<file path="src/hw/hsd_pkg.sv">
// Purpose: shared constants and types of the high-side driver control block
// Assumes: 32-bit axi4-lite register bus, 50 MHz system clock
// Notes: register word offsets are byte addresses
package hsd_pkg;
    localparam int NCH = 2;
    localparam int AW = 4;
    // register byte offsets
    localparam logic [AW-1:0] OFF_DATA = 4'h0;
    localparam logic [AW-1:0] OFF_CTRL = 4'h4;
    localparam logic [AW-1:0] OFF_FLAG = 4'h8;
    localparam logic [AW-1:0] OFF_MASK = 4'hc;
    // control register field positions
    localparam int CTRL_EN_POS = 0;
    localparam int CTRL_OCME_POS = 2;
    // reset values
    localparam logic [NCH-1:0] RST_DATA = 2'h0;
    localparam logic [NCH-1:0] RST_EN = 2'h0;
    localparam logic [NCH-1:0] RST_OCME = 2'h0;
    localparam logic [NCH-1:0] RST_FLAG = 2'h0;
    localparam logic RST_IE = 1'h0;
    // over-current mask interval
    localparam int CLK_HZ = 50_000_000;
    localparam int OCM_TIME_NS = 1000;
    localparam int OCM_CYC = (OCM_TIME_NS * (CLK_HZ / 1_000_000) + 999) / 1000;
    localparam int OCM_W = $clog2(OCM_CYC + 1);
    // axi responses
    localparam logic [1:0] RESP_OKAY = 2'h0;
    localparam logic [1:0] RESP_SLVERR = 2'h2;

    // per-channel driver state
    typedef struct packed {
        logic [NCH-1:0] drive;
        logic [NCH-1:0] flag;
    } hsd_chan_t;
endpackage

</file>
<file path="src/hw/hsd_mask_timer.sv">
// Purpose: per-channel start-up blanking timer for over-current detection
// Assumes: i_on is the synchronous driver-on command
// Notes: o_blank high for CYC+1 cycles from the rising edge of i_on
module hsd_mask_timer
    import hsd_pkg::*;
#(
    parameter int CYC = OCM_CYC
) (
    // clock and reset
    input wire logic i_clk_sys,
    input wire logic i_rst_b,
    // control
    input wire logic i_on,
    input wire logic i_mask_en,
    output logic o_blank
);
    logic on_d_r;
    logic [OCM_W-1:0] cnt_r;

    // restart on each switch-on edge while i_mask_en is set, clear while off, count down otherwise
    always_ff @(posedge i_clk_sys or negedge i_rst_b) begin
        if (!i_rst_b) begin
            on_d_r <= 1'b0;
            cnt_r <= '0;
        end else begin
            on_d_r <= i_on;
            if (i_on && !on_d_r && i_mask_en)
                cnt_r <= OCM_W'(CYC);
            else if (!i_on)
                cnt_r <= '0;
            else if (cnt_r != '0)
                cnt_r <= cnt_r - 1'b1;
        end
    end

    // blank also in the edge cycle itself, before the count loads
    assign o_blank = i_mask_en && i_on && (!on_d_r || cnt_r != '0);
endmodule

</file>
<file path="src/hw/hsd_sync.sv">
// Purpose: two-flop synchroniser for a vector of pin levels
// Assumes: inputs are asynchronous to i_clk_sys
// Notes: first stage is read only by the second stage
module hsd_sync #(
    parameter int W = 2
) (
    // clock and reset
    input wire logic i_clk_sys,
    input wire logic i_rst_b,
    // data
    input wire logic [W-1:0] i_d,
    output logic [W-1:0] o_q
);
    logic [W-1:0] s1_r;

    // two stages guard against metastability
    always_ff @(posedge i_clk_sys or negedge i_rst_b) begin
        if (!i_rst_b) begin
            s1_r <= '0;
            o_q <= '0;
        end else begin
            s1_r <= i_d;
            o_q <= s1_r;
        end
    end
endmodule

</file>
<file path="src/hw/hsd_top.sv">
// Purpose: control logic of two high-side load drivers with over-current shutdown
// Assumes: axi4-lite slave on i_clk_sys; i_src_sel and i_alt_src from the routing unit
// Notes: map 0x0 data, 0x4 control, 0x8 flags, 0xc interrupt mask
//
// The implementer's own choice: the AXI4-Lite interface to the registers.
module hsd_top
    import hsd_pkg::*;
#(
    parameter int OCM_CYCLES = OCM_CYC
) (
    // clock and reset
    input wire logic i_clk_sys,
    input wire logic i_rst_b,
    // axi4-lite write address and data
    input wire logic i_awvalid,
    output logic o_awready,
    input wire logic [AW-1:0] i_awaddr,
    input wire logic i_wvalid,
    output logic o_wready,
    input wire logic [31:0] i_wdata,
    input wire logic [3:0] i_wstrb,
    // axi4-lite write response
    output logic o_bvalid,
    input wire logic i_bready,
    output logic [1:0] o_bresp,
    // axi4-lite read
    input wire logic i_arvalid,
    output logic o_arready,
    input wire logic [AW-1:0] i_araddr,
    output logic o_rvalid,
    input wire logic i_rready,
    output logic [31:0] o_rdata,
    output logic [1:0] o_rresp,
    // system mode and routing
    input wire logic i_stop,
    input wire logic [hsd_pkg::NCH-1:0] i_src_sel,
    input wire logic [hsd_pkg::NCH-1:0] i_alt_src,
    // analog interface
    input wire logic [hsd_pkg::NCH-1:0] i_oc_det,
    output logic [hsd_pkg::NCH-1:0] o_drv_en,
    output logic [hsd_pkg::NCH-1:0] o_drv_on,
    // interrupt
    output logic o_irq
);
    import hsd_pkg::*;

    logic [NCH-1:0] data_r;
    logic [NCH-1:0] en_r;
    logic [NCH-1:0] ocme_r;
    logic [NCH-1:0] flag_r;
    logic ie_r;
    logic stop_d_r;
    logic [NCH-1:0] oc_sync;
    logic [NCH-1:0] blank;
    logic [NCH-1:0] src_val;
    logic [NCH-1:0] oc_evt;
    hsd_chan_t chan;
    logic aw_held_r;
    logic w_held_r;
    logic [AW-1:0] awaddr_r;
    logic [31:0] wdata_r;
    logic [3:0] wstrb_r;
    logic commit;
    logic wr_data;
    logic wr_ctrl;
    logic wr_flag;
    logic wr_mask;
    logic wr_ok;
    logic [31:0] rd_val;
    logic rd_ok;

    // over-current pins cross into the bus clock domain
    hsd_sync #(.W(NCH)) u_sync (
        .i_clk_sys(i_clk_sys),
        .i_rst_b(i_rst_b),
        .i_d(i_oc_det),
        .o_q(oc_sync)
    );

    // per-channel source select, blanking and event detect
    genvar g;
    generate
        for (g = 0; g < NCH; g++) begin : g_ch
            // routed source or data bit; 1 means on
            assign src_val[g] = i_src_sel[g] ? i_alt_src[g] : data_r[g];
            hsd_mask_timer #(.CYC(OCM_CYCLES)) u_mask (
                .i_clk_sys(i_clk_sys),
                .i_rst_b(i_rst_b),
                .i_on(en_r[g] && src_val[g]),
                .i_mask_en(ocme_r[g]),
                .o_blank(blank[g])
            );
            assign oc_evt[g] = oc_sync[g] && o_drv_on[g] && !blank[g];
        end
    endgenerate

    // decode from the held copies, so the effect follows the captured beat, not the live bus
    // the register effect happens once, in the cycle the response is raised
    assign commit = aw_held_r && w_held_r && !o_bvalid;
    assign wr_data = commit && awaddr_r == OFF_DATA && wstrb_r[0];
    assign wr_ctrl = commit && awaddr_r == OFF_CTRL && wstrb_r[0];
    assign wr_flag = commit && awaddr_r == OFF_FLAG && wstrb_r[0];
    assign wr_mask = commit && awaddr_r == OFF_MASK && wstrb_r[0];
    assign wr_ok = awaddr_r == OFF_DATA || awaddr_r == OFF_CTRL ||
        awaddr_r == OFF_FLAG || awaddr_r == OFF_MASK;

    // write channel capture; address and data may arrive in either order
    always_ff @(posedge i_clk_sys or negedge i_rst_b) begin
        if (!i_rst_b) begin
            aw_held_r <= 1'b0;
            w_held_r <= 1'b0;
            awaddr_r <= '0;
            wdata_r <= '0;
            wstrb_r <= '0;
            o_awready <= 1'b0;
            o_wready <= 1'b0;
            o_bvalid <= 1'b0;
            o_bresp <= RESP_OKAY;
        end else begin
            // ready pulses one cycle on acceptance
            o_awready <= 1'b0;
            o_wready <= 1'b0;
            if (i_awvalid && !aw_held_r && !o_awready && !o_bvalid) begin
                aw_held_r <= 1'b1;
                awaddr_r <= i_awaddr;
                o_awready <= 1'b1;
            end
            if (i_wvalid && !w_held_r && !o_wready && !o_bvalid) begin
                w_held_r <= 1'b1;
                wdata_r <= i_wdata;
                wstrb_r <= i_wstrb;
                o_wready <= 1'b1;
            end
            if (aw_held_r && w_held_r && !o_bvalid) begin
                o_bvalid <= 1'b1;
                o_bresp <= wr_ok ? RESP_OKAY : RESP_SLVERR;
            end
            if (o_bvalid && i_bready) begin
                o_bvalid <= 1'b0;
                aw_held_r <= 1'b0;
                w_held_r <= 1'b0;
            end
        end
    end

    // data register, cleared on the edge into stop
    always_ff @(posedge i_clk_sys or negedge i_rst_b) begin
        if (!i_rst_b) begin
            data_r <= RST_DATA;
            stop_d_r <= 1'b0;
        end else begin
            stop_d_r <= i_stop;
            if (i_stop && !stop_d_r)
                data_r <= '0;
            else if (wr_data)
                data_r <= wdata_r[NCH-1:0];
        end
    end

    // control register: enables and mask enables
    always_ff @(posedge i_clk_sys or negedge i_rst_b) begin
        if (!i_rst_b) begin
            en_r <= RST_EN;
            ocme_r <= RST_OCME;
        end else if (wr_ctrl) begin
            en_r <= wdata_r[CTRL_EN_POS +: NCH];
            for (int i = 0; i < NCH; i++)
                if (!en_r[i])
                    ocme_r[i] <= wdata_r[CTRL_OCME_POS + i];
        end
    end

    // sticky flags: set beats a simultaneous write-one clear, stop has no effect
    always_ff @(posedge i_clk_sys or negedge i_rst_b) begin
        if (!i_rst_b) begin
            flag_r <= RST_FLAG;
        end else begin
            for (int i = 0; i < NCH; i++) begin
                if (oc_evt[i])
                    flag_r[i] <= 1'b1;
                else if (wr_flag && wdata_r[i])
                    flag_r[i] <= 1'b0;
            end
        end
    end

    // interrupt enable register
    always_ff @(posedge i_clk_sys or negedge i_rst_b) begin
        if (!i_rst_b)
            ie_r <= RST_IE;
        else if (wr_mask)
            ie_r <= wdata_r[0];
    end

    // driver outputs: flag forces off, clearing returns to source
    always_comb begin
        chan.flag = flag_r;
        chan.drive = en_r & src_val & ~flag_r;
    end

    always_ff @(posedge i_clk_sys or negedge i_rst_b) begin
        if (!i_rst_b) begin
            o_drv_en <= '0;
            o_drv_on <= '0;
            o_irq <= 1'b0;
        end else begin
            o_drv_en <= en_r;
            o_drv_on <= chan.drive;
            o_irq <= ie_r && (|chan.flag) && !i_stop;
        end
    end

    // read mux; data bits show the routed source while enabled
    always_comb begin
        rd_val = '0;
        rd_ok = 1'b1;
        unique case (i_araddr)
            OFF_DATA: rd_val[NCH-1:0] = (en_r & src_val) | (~en_r & data_r);
            OFF_CTRL: begin
                rd_val[CTRL_EN_POS +: NCH] = en_r;
                rd_val[CTRL_OCME_POS +: NCH] = ocme_r;
            end
            OFF_FLAG: rd_val[NCH-1:0] = flag_r;
            OFF_MASK: rd_val[0] = ie_r;
            default: rd_ok = 1'b0;
        endcase
    end

    always_ff @(posedge i_clk_sys or negedge i_rst_b) begin
        if (!i_rst_b) begin
            o_arready <= 1'b0;
            o_rvalid <= 1'b0;
            o_rdata <= '0;
            o_rresp <= RESP_OKAY;
        end else begin
            o_arready <= 1'b0;
            if (i_arvalid && !o_arready && !o_rvalid) begin
                o_arready <= 1'b1;
                o_rvalid <= 1'b1;
                o_rdata <= rd_val;
                o_rresp <= rd_ok ? RESP_OKAY : RESP_SLVERR;
            end else if (o_rvalid && i_rready) begin
                o_rvalid <= 1'b0;
            end
        end
    end

    // driver output checks
    a_flag_forces_off: assert property (@(posedge i_clk_sys) disable iff (!i_rst_b)
        |flag_r |=> (o_drv_on & $past(flag_r)) == '0)
        else $error("driver on while flagged");
    a_drive_data: assert property (@(posedge i_clk_sys) disable iff (!i_rst_b)
        (en_r[0] && !i_src_sel[0] && !flag_r[0]) |=> o_drv_on[0] == $past(data_r[0]))
        else $error("driver does not follow its data bit");
    a_alt_source: assert property (@(posedge i_clk_sys) disable iff (!i_rst_b)
        (en_r[1] && i_src_sel[1] && !flag_r[1]) |=> o_drv_on[1] == $past(i_alt_src[1]))
        else $error("driver does not follow its routed source");
    a_clear_returns: assert property (@(posedge i_clk_sys) disable iff (!i_rst_b)
        ($fell(flag_r[0]) && en_r[0] && src_val[0]) |=> o_drv_on[0])
        else $error("driver not returned after flag clear");

    // flag and over-current checks
    a_oc_sets_flag: assert property (@(posedge i_clk_sys) disable iff (!i_rst_b)
        oc_evt[0] |=> flag_r[0])
        else $error("over-current did not set flag");
    a_oc_flag_ch1: assert property (@(posedge i_clk_sys) disable iff (!i_rst_b)
        oc_evt[1] |=> flag_r[1])
        else $error("over-current did not set flag of channel 1");
    a_sync_delay: assert property (@(posedge i_clk_sys) disable iff (!i_rst_b)
        oc_sync[0] |-> $past(i_oc_det[0], 2))
        else $error("over-current seen before two sync stages");
    a_blank_no_flag: assert property (@(posedge i_clk_sys) disable iff (!i_rst_b)
        (blank[0] && !flag_r[0]) |=> !flag_r[0])
        else $error("flag set during blanking");
    a_flag_w1c: assert property (@(posedge i_clk_sys) disable iff (!i_rst_b)
        (wr_flag && !wdata_r[0] && flag_r[0]) |=> flag_r[0])
        else $error("flag cleared by writing zero");
    a_flag_clear: assert property (@(posedge i_clk_sys) disable iff (!i_rst_b)
        (wr_flag && wdata_r[0] && !oc_evt[0]) |=> !flag_r[0])
        else $error("flag not cleared by writing one");
    a_flag_stop_keep: assert property (@(posedge i_clk_sys) disable iff (!i_rst_b)
        ($rose(i_stop) && !(|oc_evt) && !commit) |=> flag_r == $past(flag_r))
        else $error("flags changed on stop entry");

    // interrupt checks
    a_irq_run_only: assert property (@(posedge i_clk_sys) disable iff (!i_rst_b)
        $past(i_stop) |-> !o_irq)
        else $error("irq in stop");
    a_irq_cause: assert property (@(posedge i_clk_sys) disable iff (!i_rst_b)
        (ie_r && |flag_r && !i_stop) |=> o_irq)
        else $error("irq missing");
    a_irq_needs_flag: assert property (@(posedge i_clk_sys) disable iff (!i_rst_b)
        !(|flag_r) |=> !o_irq)
        else $error("irq without a flag");

    // register checks
    a_stop_clears: assert property (@(posedge i_clk_sys) disable iff (!i_rst_b)
        $rose(i_stop) |=> data_r == '0)
        else $error("data not cleared on stop");
    a_data_write: assert property (@(posedge i_clk_sys) disable iff (!i_rst_b)
        (wr_data && !(i_stop && !stop_d_r)) |=> data_r[0] == $past(wdata_r[0]))
        else $error("data write lost");
    a_ocme_locked: assert property (@(posedge i_clk_sys) disable iff (!i_rst_b)
        ($changed(ocme_r) && !$past(commit)) |-> 1'b0)
        else $error("mask enable changed outside write");
    a_ocme_en_lock: assert property (@(posedge i_clk_sys) disable iff (!i_rst_b)
        (en_r[0] && !$rose(en_r[0])) |=> ocme_r[0] == $past(ocme_r[0]))
        else $error("mask enable written while enabled");
    a_read_stored: assert property (@(posedge i_clk_sys) disable iff (!i_rst_b)
        (i_arvalid && !o_arready && !o_rvalid && i_araddr == OFF_DATA && !en_r[0])
        |=> o_rdata[0] == $past(data_r[0]))
        else $error("stored data bit not returned while disabled");
    a_read_source: assert property (@(posedge i_clk_sys) disable iff (!i_rst_b)
        (i_arvalid && !o_arready && !o_rvalid && i_araddr == OFF_DATA && en_r[1] &&
        i_src_sel[1]) |=> o_rdata[1] == $past(i_alt_src[1]))
        else $error("routed source not returned while enabled");

    // scenario coverage
    c_oc_trip: cover property (@(posedge i_clk_sys) disable iff (!i_rst_b) $rose(flag_r[0]));
    c_stop_flag: cover property (@(posedge i_clk_sys) disable iff (!i_rst_b)
        $rose(i_stop) && |flag_r);
    c_irq: cover property (@(posedge i_clk_sys) disable iff (!i_rst_b) $rose(o_irq));
    c_blank: cover property (@(posedge i_clk_sys) disable iff (!i_rst_b) blank[0] && oc_sync[0]);
    c_alt_src: cover property (@(posedge i_clk_sys) disable iff (!i_rst_b)
        o_drv_on[1] && i_src_sel[1]);
endmodule

</file>
<file path="config.mk">
export PLATFORM = sky130hd
export DESIGN_NAME = hsd_top
export DESIGN_NICKNAME = d
export VERILOG_FILES = /design/src/hw/hsd_pkg.sv /design/src/hw/hsd_mask_timer.sv /design/src/hw/hsd_sync.sv /design/src/hw/hsd_top.sv
export SDC_FILE = /design/constraint.sdc
export NUM_CORES = 1
export LEC_CHECK = 0
export ABC_AREA = 1
export ABC_CLOCK_PERIOD_IN_PS = 1400
export BUFFER_PORTS_ARGS = -buffer_cell sky130_fd_sc_hd__buf_4
export CORE_ASPECT_RATIO = 2
export CORE_MARGIN = 1
export CORE_UTILIZATION = 30
export CTS_CLUSTER_DIAMETER = 120
export DETAILED_ROUTE_END_ITERATION = 8
export GPL_TIMING_DRIVEN = 0
export HOLD_SLACK_MARGIN = 0.15
export SYNTH_ARGS = -nofsm -noshare
export SYNTH_HDL_FRONTEND = slang
export SYNTH_SLANG_ARGS = --single-unit
</file>
<file path="constraint.sdc">
create_clock -name i_clk_sys -period 1.4 [get_ports i_clk_sys]
set_input_delay 0.07 -clock i_clk_sys [delete_from_list [all_inputs] [get_ports i_clk_sys]]
set_output_delay 0.07 -clock i_clk_sys [all_outputs]
set_load 0.01 [all_outputs]
</file>
==> qor.txt, run 1 <==
Synth top area share = 0.496
Area Overhead vs Synth = 33.4%
Post-Route Skew = 0.00640 ns
Clk pin slew, worst setup/hold paths = 0.07 ns
placer congestion estimate = 0.825
max-slew violation count = 0
register bit total from synthesis = 55
1st-iter DRT viols = 99
Pint = 3.31 mW
Worst R2R Path Depth = 7
Total Wirelength = 5.81 mm
Comb pwr share = 0.318
drt wl/cell = 10.8 um
Die W = 70.0 um
vias in the first global route = 2333
Pre-antenna DRT Iters = 4
Synth area leader = dfrtp_1
power density over cell area = 1400 mW/mm^2
proportion of power drawn by the clock network = 0.230
largest net degree at the start of global routing = 56
site row count = 49
sequential power share = 0.452
initial antenna violation count = 0
Req. time, crit path = 1.58 ns
number of top-level pins = 104
GRT Residual Overflow = 0
Post-Place Cells = 509
filler cell count = 887
maxcap violations = 0
VDD IR max = 0.970 mV
Core Area = 0.00895 sq mm
NetSw = 1.88 mW
Worst R2R Start = g_ch[1].u_mask.cnt_r[0]
library cells used by synthesis = 27
final setup fails = 0
critical path type = reg -> reg
Mapped Cells = 336
H-tree levels = 2
CTS tree = yes
static leakage = 2.04 nW
Sw Share = 0.362
Port Buffers = 42
critical path fanouts, max = 4
Hold Path Sink = o_drv_on[0]
Hold Fails Final Rpt = 0
max frequency = 768 MHz
non-filler cells, final = 539
chip height = 138 um
period utilization = 0.931
post-route cell area = 0.00370 sq mm
Worst-Skew Late Latency = 0.29 ns
r2r endpoint = g_ch[1].u_mask.cnt_r[2]
yosys warns = 0
post-synthesis sequential area ratio = 0.496
top cells by area, synth = dfrtp_1 (50%), nand2_1 (11%), buf_4 (8.1%)
CP Launch Type = flop
Detailed Place HPWL = 4.41 mm
remaining antenna violation count after routing = 0
final worst path period need = 1.30 ns
syn_area_per_cell = 8.26 sq um
Num CTS Buffers = 5
Netlist Area Pre-Place = 0.00277 sq mm
max_slew headroom = 0.530
WHS = 0.152 ns
Die ar. = 0.00966 sq mm
clk sinks = 55
vias = 2311
clk buf depth = 2
Worst Max-Slew Pin Slew = 0.705 ns
Via density = 4.29
critical path endpoint category = flop
# DRC = 0
CP arrival = 1.49 ns
share of cells above drive strength 1 = 0.240
GR Util All Layers = 0.129
setup ws final = 0.0973 ns
Reg2Reg Setup Slack = 0.1 ns
status = complete, no violations
Place WS = 0.0441 ns
Net count, final = 499
CTS root buf = clkbuf_16
n_diodes = 0
Worst Min Path Start = i_src_sel[0]
Placed Area = 0.00333 sq mm
first-pass GRT wire length = 9.84 mm
worst min-delay path category = in -> reg
WHS Path Cells = 4
Initial Util = 0.310
-- how the worst max path moves through the flow --
stage | endpoint | start | slack (ns)
global placement | g_ch[0].u_mask.cnt_r[2] | g_ch[0].u_mask.cnt_r[0] | 0.05
CTS | g_ch[0].u_mask.cnt_r[2] | g_ch[0].u_mask.cnt_r[0] | 0.03
detailed placement | g_ch[0].u_mask.cnt_r[2] | g_ch[0].u_mask.cnt_r[0] | 0.04
floorplan | g_ch[0].u_mask.cnt_r[2] | g_ch[0].u_mask.cnt_r[0] | 0.22
finish | g_ch[1].u_mask.cnt_r[2] | g_ch[1].u_mask.cnt_r[0] | 0.1
global route | flag_r[0] | g_ch[0].u_mask.cnt_r[1] | -0.01
-- state kept, by name (all words and copies together), names as in the netlist, 2 cells and up --
name / flops
g_ch.u_mask.cnt_r: 12
awaddr_r: 4
o_rdata: 4
wdata_r: 4
data_r: 2
en_r: 2
flag_r: 2
g_ch.u_mask.on_d_r: 2
o_drv_en: 2
o_drv_on: 2
ocme_r: 2
u_sync.o_q: 2
u_sync.s1_r: 2
-- worst max-delay path: stages (launching register included) --
cell     delay, ns
dfrtp_1       0.40
inv_1         0.09
ha_1          0.18
nand2_1       0.08
nor2_2        0.14
nand2_1       0.14
nand3_1       0.12
inv_1         0.05
-- cells in the final DEF, fill, tap and decap left out --
cell / netlist / routed
inv_2: 5 / 7
nor2_4: 1 / 1
nand3b_1: 2 / 2
ha_1: 4 / 4
clkinv_1: 1 / 1
conb_1: 1 / 30
nand2_2: 2 / 2
xor2_1: 3 / 3
o211ai_2: 1 / 1
nor2_1: 27 / 27
nor3_1: 5 / 4
or2_2: 1 / 1
a31oi_1: 1 / 1
o21ai_1: 3 / 3
dfrtp_1: 55 / 55
buf_4: 30 / 73
dlygate4sd3_1: 0 / 22
nand3_1: 24 / 24
nand2_1: 82 / 82
nor2_2: 6 / 6
nand4_1: 7 / 7
clkinv_2: 0 / 1
nand3_2: 2 / 2
clkbuf_16: 0 / 5
nor3_2: 1 / 2
a21oi_2: 0 / 1
inv_1: 48 / 46
o21ai_0: 20 / 20
clkinv_4: 0 / 1
nor3_4: 2 / 2
a21boi_1: 1 / 1
-- power groups by stage --
| stage | combinational (mW) | clock [mW] | sequential [mW] |
|---|---|---|---|
| after CTS | 1.66 | 1.24 | 2.35 |
| after global routing | 1.88 | 1.29 | 2.42 |
| final | 1.65 | 1.20 | 2.35 |
| after global placement | 1.55 | 0 | 2.37 |
| after detailed placement | 1.60 | 0 | 2.38 |
| after floorplan | 1.05 | 0 | 2.33 |
-- stage by stage --
step / power [mW] / util / setup TNS (ns)
finish: 5.19 / 0.413 / 0
detailed placement: 3.98 / 0.372 / 0
CTS: 5.25 / 0.412 / 0
floorplan: 3.38 / - / 0
global route: 5.59 / 0.413 / -0.0134
global placement: 3.92 / 0.372 / 0
-- logic make-up after synthesis --
logic type	Yosys count	synth area share
adders and majority gates	4	0.0180
DFF	55	0.496
other	1	0.00135
AOI/OAI and AO/OA	27	0.0528
buffers and inverters	84	0.154
and+or+nand+nor	162	0.268
xor gates and xnor gates	3	0.00947
-- final cells by class --
cell class / count / area, sq um / share of cell area
timing repair buffer: 65 / 543 / 0.147
clock buffer: 5 / 125 / 0.0338
buffer: 30 / 225 / 0.0609
sequential: 55 / 1380 / 0.372
multi-input combinational: 226 / 1090 / 0.294
clock inverter: 2 / 13.8 / 0.00372
inverter: 54 / 203 / 0.0548
tap: 102 / 128 / 0.0345
-- per-layer routing --
layer	share of wire	global-route usage	routed length (um)	up-vias
li1	-	-	-	1192
met3	0.048	0.0233	277	11
met1	0.36	0.119	2120	1033
met4	0.023	0.0633	134	0
met2	0.56	0.261	3280	75
met5	0	0	0	-
-- cells in the mapped netlist --
master    number
a21boi_1       1
a21oi_1        1
a31oi_1        1
buf_4         30
clkinv_1       1
conb_1         1
dfrtp_1       55
ha_1           4
inv_1         48
inv_2          5
nand2_1       82
nand2_2        2
nand3_1       24
nand3_2        2
nand3b_1       2
nand4_1        7
nor2_1        27
nor2_2         6
nor2_4         1
nor3_1         5
nor3_2         1
nor3_4         2
o211ai_2       1
o21ai_0       20
o21ai_1        3
or2_2          1
xor2_1         3
-- timing repair --
action                                  4_1_cts  5_1_grt
resized for setup                             0        4
hold buffers                                 22        0
endpoints found under the setup margin        0        7
hold endpoints to repair                     79        0
buffers inserted                              0        1
No activity file was read; power rests on OpenSTA's default activity.
==> run 2: changes to the inputs <==
Settings changed: ABC_CLOCK_PERIOD_IN_PS 1400 to 1300.
Clock period 1.4 ns to 1.3 ns, I/O delays scaled along.
==> qor.txt, run 2 (synthesis results as in run 1) <==
max frequency = 790 MHz (+2.9%)
Hold Path Sink = w_held_r
vias in the first global route = 2324 (-0.39%)
drt wl/cell = 11.0 um (+1.8%)
crit path launch = o_bvalid
WHS = 0.154 ns (+0.00166 ns)
max FFs per register = 12 (unchanged)
Die ar. = 0.00966 sq mm (unchanged)
Die W = 70.0 um (unchanged)
r2r endpoint = flag_r[0]
CP delay by family, top = simple AND/OR/NAND/NOR gates
filler cell count = 881 (-0.68%)
initial antenna violation count = 0 (unchanged)
WHS Path Cells = 3 (-1)
Core Area = 0.00895 sq mm (unchanged)
Worst R2R Start = o_bvalid
Worst Max-Slew Pin Slew = 0.699 ns (-0.00590 ns)
VDD IR max = 1.06 mV (+8.9%)
Area Overhead vs Synth = 37.0%
Detailed Place HPWL = 4.41 mm (unchanged)
worst path buffer plus inverter count = 1 (-1)
power density over cell area = 1510 mW/mm^2 (+7.5%)
Post-Route Skew = 0.00628 ns (-0.000122 ns)
critical path endpoint category = flop
cell mode on critical path = nand2_1
Design Power = 5.73 mW (+10%)
placer congestion estimate = 0.825 (unchanged)
Total Wirelength = 5.95 mm (+2.4%)
final worst path period need = 1.27 ns (-0.0373 ns)
Pre-antenna DRT Iters = 4 (unchanged)
slowest library cell on the worst path = dfrtp_1
clk sinks = 55 (unchanged)
critical path type = reg -> reg
slowest stage delay, CP = 0.43 ns (+0.03 ns)
Hold Fails Final Rpt = 0 (unchanged)
chip height = 138 um (unchanged)
number of top-level pins = 104 (unchanged)
largest net degree at the start of global routing = 56 (unchanged)
worst min-delay path category = in -> reg
H-tree levels = 2 (unchanged)
Worst Min Path Start = i_wvalid
RSZ-0062 raised after global routing = true
Reg2Reg Setup Slack = 0.03 ns (-0.06 ns)
Num CTS Buffers = 5 (unchanged)
Worst R2R Path Depth = 6 (-1)
remaining antenna violation count after routing = 0 (unchanged)
period utilization = 0.973 (+0.0429)
first-pass GRT wire length = 9.81 mm (-0.28%)
Worst-Skew Late Latency = 0.29 ns (about the same)
commonest non-fill, non-tap cell in the layout = nand2_1
final setup fails = 0 (unchanged)
GRT Residual Overflow = 0 (unchanged)
Net count, final = 502 (+0.60%)
max-slew violation count = 0 (unchanged)
critical path fanouts, max = 5 (+1)
CTS tree = yes
maxcap violations = 0 (unchanged)
most frequent cells in the layout = nand2_1 (78), buf_4 (76), dfrtp_1 (53), inv_1 (41), conb_1 (30)
CTS root buf = clkbuf_16
CP Launch Type = flop
Port Buffers = 42 (unchanged)
clk buf depth = 2 (unchanged)
site row count = 49 (unchanged)
share of cells above drive strength 1 = 0.291 (+0.0506)
status = complete, no violations
Req. time, crit path = 1.49 ns (-0.09 ns)
max_slew headroom = 0.534 (+0.00394)
worst-path cell chain = inv_2 > nand3_4 > nor3_4 > nand3_1 > nand2_1 > nand2_1
Clk pin slew, worst setup/hold paths = 0.07 ns (about the same)
GR Util All Layers = 0.128 (-0.000308)
1st-iter DRT viols = 95 (-4.0%)
static leakage = 2.06 nW (+0.89%)
vias = 2317 (+0.26%)
Reg with most FFs = g_ch.u_mask.cnt_r
Via density = 4.27 (-0.30%)
CP arrival = 1.45 ns (-0.04 ns)
Initial Util = 0.310 (unchanged)
n_diodes = 0 (unchanged)
# DRC = 0 (unchanged)
-- run 2: cell count changes in the layout (fill, tap and decap cells not counted), sizes merged --
cell  change
buf       +3
-- run 2: worst max path at each step --
stage	to	cells past startpoint	slack [ns]
2_1_floorplan	g_ch[0].u_mask.cnt_r[2]	7	0.12
3_3_place_gp	g_ch[0].u_mask.cnt_r[2]	7	-0.05
3_5_place_dp	g_ch[0].u_mask.cnt_r[2]	7	-0.06
4_1_cts	g_ch[1].u_mask.cnt_r[5]	7	0.002
5_1_grt	g_ch[0].u_mask.cnt_r[2]	8	-0.08
6_report	flag_r[0]	6	0.03
-- run 2: power by group --
part	total, mW	switching (mW)	internal (mW)
clock network	1.28	0.579	0.703
logic	1.89	1.13	0.767
registers	2.56	0.403	2.15
-- run 2: what timing repair did --
item | in CTS | in global routing
setup endpoints to repair | 5 | 21
hold endpoints to repair | 81 | 1
buffers inserted | 0 | 4
gates resized for setup | 2 | 30
pin swaps | 0 | 8
hold buffers | 21 | 1
-- run 2: routing by layer --
metal,part of all wire,up-vias,GRT usage
met5,0,-,0
met2,0.57,75,0.260
met1,0.37,1036,0.119
met3,0.045,9,0.0233
li1,-,1197,-
met4,0.019,0,0.0633
-- run 2: tightest hold or removal path: stages --
cell and delay [ns]:
buf_4 0.08, nand3_1 0.14, o21ai_0 0.11
-- run 2: through the flow --
stage	instance area (sq um)	instances	setup WS [ns]	util	setup TNS [ns]
final	3800	542	0.0346	0.425	0
after global routing	3800	542	-0.0781	0.425	-0.356
after CTS	3670	537	0.00187	0.411	0
after detailed placement	3330	509	-0.0559	0.372	-0.105
after global placement	3330	509	-0.0540	0.372	-0.105
after floorplan	2880	365	0.120	-	0
-- run 2: cell type report --
class	count	area, sq um	share of cell area
Sequential cell	55	1380	0.363
Multi-Input combinational cell	226	1160	0.305
Timing Repair Buffer	68	566	0.149
Buffer	30	225	0.0592
Inverter	54	205	0.0540
Tap cell	102	128	0.0336
Clock buffer	5	125	0.0329
Clock inverter	2	13.8	0.00362
==> run 3: changes to the inputs <==
Settings changed: ABC_CLOCK_PERIOD_IN_PS 1300 to 1600.
Clock period 1.3 ns to 1.6 ns, I/O delays scaled along.
==> qor.txt, run 3 (synthesis results as in run 1) <==
first-pass GRT wire length = 9.80 mm (-0.13%)
Port Buffers = 42 (unchanged)
largest net degree at the start of global routing = 56 (unchanged)
VDD IR max = 0.849 mV (-20%)
Net count, final = 497 (-1.0%)
highest routed layer = met4
vias in the first global route = 2323 (-0.043%)
Area Overhead vs Synth = 32.5%
clk sinks = 55 (unchanged)
Comb pwr share = 0.315 (-0.015)
CP delay by family, top = buffers and inverters
DRT met1 WL = 2.12 mm (-3.0%)
maxcap violations = 0 (unchanged)
Die W = 70.0 um (unchanged)
initial antenna violation count = 0 (unchanged)
WHS = 0.156 ns (+0.00256 ns)
Num CTS Buffers = 5 (unchanged)
RSZ-0062 raised after global routing = false
Clk pin slew, worst setup/hold paths = 0.07 ns (about the same)
sequential power share = 0.453 (+0.007)
GRT Residual Overflow = 0 (unchanged)
slowest library cell on the worst path = dlygate4sd3_1
Sw Share = 0.362 (-0.00608)
Initial Util = 0.310 (unchanged)
final setup fails = 0 (unchanged)
# DRC = 0 (unchanged)
Core Area = 0.00895 sq mm (unchanged)
critical path fanouts, max = 5 (unchanged)
Die ar. = 0.00966 sq mm (unchanged)
post_cts resized = 0 (-2)
chip height = 138 um (unchanged)
Post-Place Cells = 509 (unchanged)
proportion of power drawn by the clock network = 0.231 (+0.007)
remaining antenna violation count after routing = 0 (unchanged)
post-route setup TNS = 0 ns (unchanged)
1st-iter DRT viols = 98 (+3.2%)
WL met3 = 280 um (+5.7%)
drt wl/cell = 10.7 um (-2.3%)
max frequency = 699 MHz
max-slew violation count = 0 (unchanged)
Pint = 2.89 mW (-20%)
Detailed Place HPWL = 4.41 mm (unchanged)
FF+latch area = 0.00138 sq mm (-0.18%)
Req. time, crit path = 1.77 ns (+0.28 ns)
filler cell count = 893 (+1.4%)
CTS root buf = clkbuf_16
Via density = 4.26 (-0.25%)
non-filler cells, final = 537 (-0.92%)
Post-Route Skew = 0.00598 ns (-0.000298 ns)
final core occ = 0.411 (-0.0141)
worst-path cell chain = dlygate4sd3_1 > buf_4 > nor2_2 > dlygate4sd3_1 > o21ai_0
area of the multi-input gates = 0.00108 sq mm (-7.0%)
Reg with most FFs = g_ch.u_mask.cnt_r
Total Wirelength = 5.76 mm (-3.2%)
GR Util All Layers = 0.128 (-0.000154)
CP arrival = 1.60 ns (+0.15 ns)
cell mode on critical path = dlygate4sd3_1
vias = 2290 (-1.2%)
placer congestion estimate = 0.825 (unchanged)
Hold Fails Final Rpt = 0 (unchanged)
most frequent cells in the layout = nand2_1 (82), buf_4 (72), dfrtp_1 (55), inv_1 (48), conb_1 (30)
Worst-Skew Late Latency = 0.29 ns (about the same)
final worst path period need = 1.43 ns
CTS tree = yes
Pre-antenna DRT Iters = 4 (unchanged)
power density over cell area = 1230 mW/mm^2 (-18%)
period utilization = 0.894
commonest non-fill, non-tap cell in the layout = nand2_1
max_slew headroom = 0.532 (-0.00210)
critical path endpoint category = flop
clk buf depth = 2 (unchanged)
worst min-delay path category = in -> reg
n_diodes = 0 (unchanged)
static leakage = 2.03 nW (-1.3%)
site row count = 49 (unchanged)
worst path buffer plus inverter count = 3 (+2)
slowest stage delay, CP = 0.57 ns (+0.14 ns)
max FFs per register = 12 (unchanged)
NetSw = 1.64 mW (-22%)
Worst Max-Slew Pin Slew = 0.702 ns (+0.00314 ns)
status = complete, no violations
critical path type = in -> reg
CP Launch Type = input port
met2 routed WL = 3.23 mm (-4.7%)
H-tree levels = 2 (unchanged)
number of top-level pins = 104 (unchanged)
share of cells above drive strength 1 = 0.230 (-0.0610)
==> run 3: changes by cell type in the layout (fill, tap and decap cells not counted), sizes merged <==
cell         change
buf              -4
dlygate4sd3      -1
==> run 3: path summary, 6_finish.rpt <==
kind / slack, ns / startpoint / endpoint / cells past startpoint
min in group asynchronous: 0.38 / i_rst_b / u_sync.s1_r[1] / 2
setup reg to reg: 0.24 / g_ch[0].u_mask.cnt_r[0] / g_ch[0].u_mask.cnt_r[2] / 7
hold / removal: 0.16 / i_src_sel[1] / g_ch[1].u_mask.on_d_r / 4
setup / recovery: 0.17 / i_araddr[0] / o_rresp[1] / 5
hold reg to reg: 0.35 / u_sync.s1_r[1] / u_sync.o_q[1] / 0
max in group asynchronous: 0.75 / i_rst_b / awaddr_r[0] / 2
==> run 3: timing repair <==
action / CTS / global route
hold endpoints to repair: 78 / 0
buffers inserted: 0 / 0
hold buffers: 21 / 0
==> run 3: worst reg2reg max path: stages, from the launching register on <==
cell	delay (ns)
dfrtp_1	0.38
inv_1	0.15
ha_1	0.17
nand4_1	0.19
inv_1	0.16
nand2_1	0.08
nand3_1	0.09
inv_1	0.04
==> run 3: power groups by stage <==
stage	sequential [mW]	clock, mW	combinational [mW]
after floorplan	2.04	0	0.917
after global placement	2.08	0	1.36
after detailed placement	2.08	0	1.40
after CTS	2.06	1.09	1.45
after global routing	2.11	1.13	1.63
final	2.05	1.05	1.43
==> run 3: through the flow <==
| stage | worst slack (ns) | power (mW) | cell area, sq um |
|---|---|---|---|
| finish | 0.169 | 4.53 | 3670 |
| global route | 0.0832 | 4.88 | 3670 |
| CTS | 0.202 | 4.59 | 3670 |
| detailed placement | 0.244 | 3.48 | 3330 |
| global placement | 0.246 | 3.43 | 3330 |
| floorplan | 0.420 | 2.96 | 2880 |
==> run 3: metal layers <==
metal	GRT usage	vias to the layer above
met4	0.0633	0
met1	0.119	1016
met3	0.0233	11
met5	0	-
li1	-	1188
met2	0.260	75
==> run 3: layout make-up <==
type                    count  share of cell area
repair buffers             63               0.143
well taps                 102              0.0347
inverters                  54              0.0552
plain buffers              30              0.0613
multi-input cells         226               0.293
clock inverters             2             0.00375
flip-flops and latches     55               0.375
clock buffers               5              0.0340
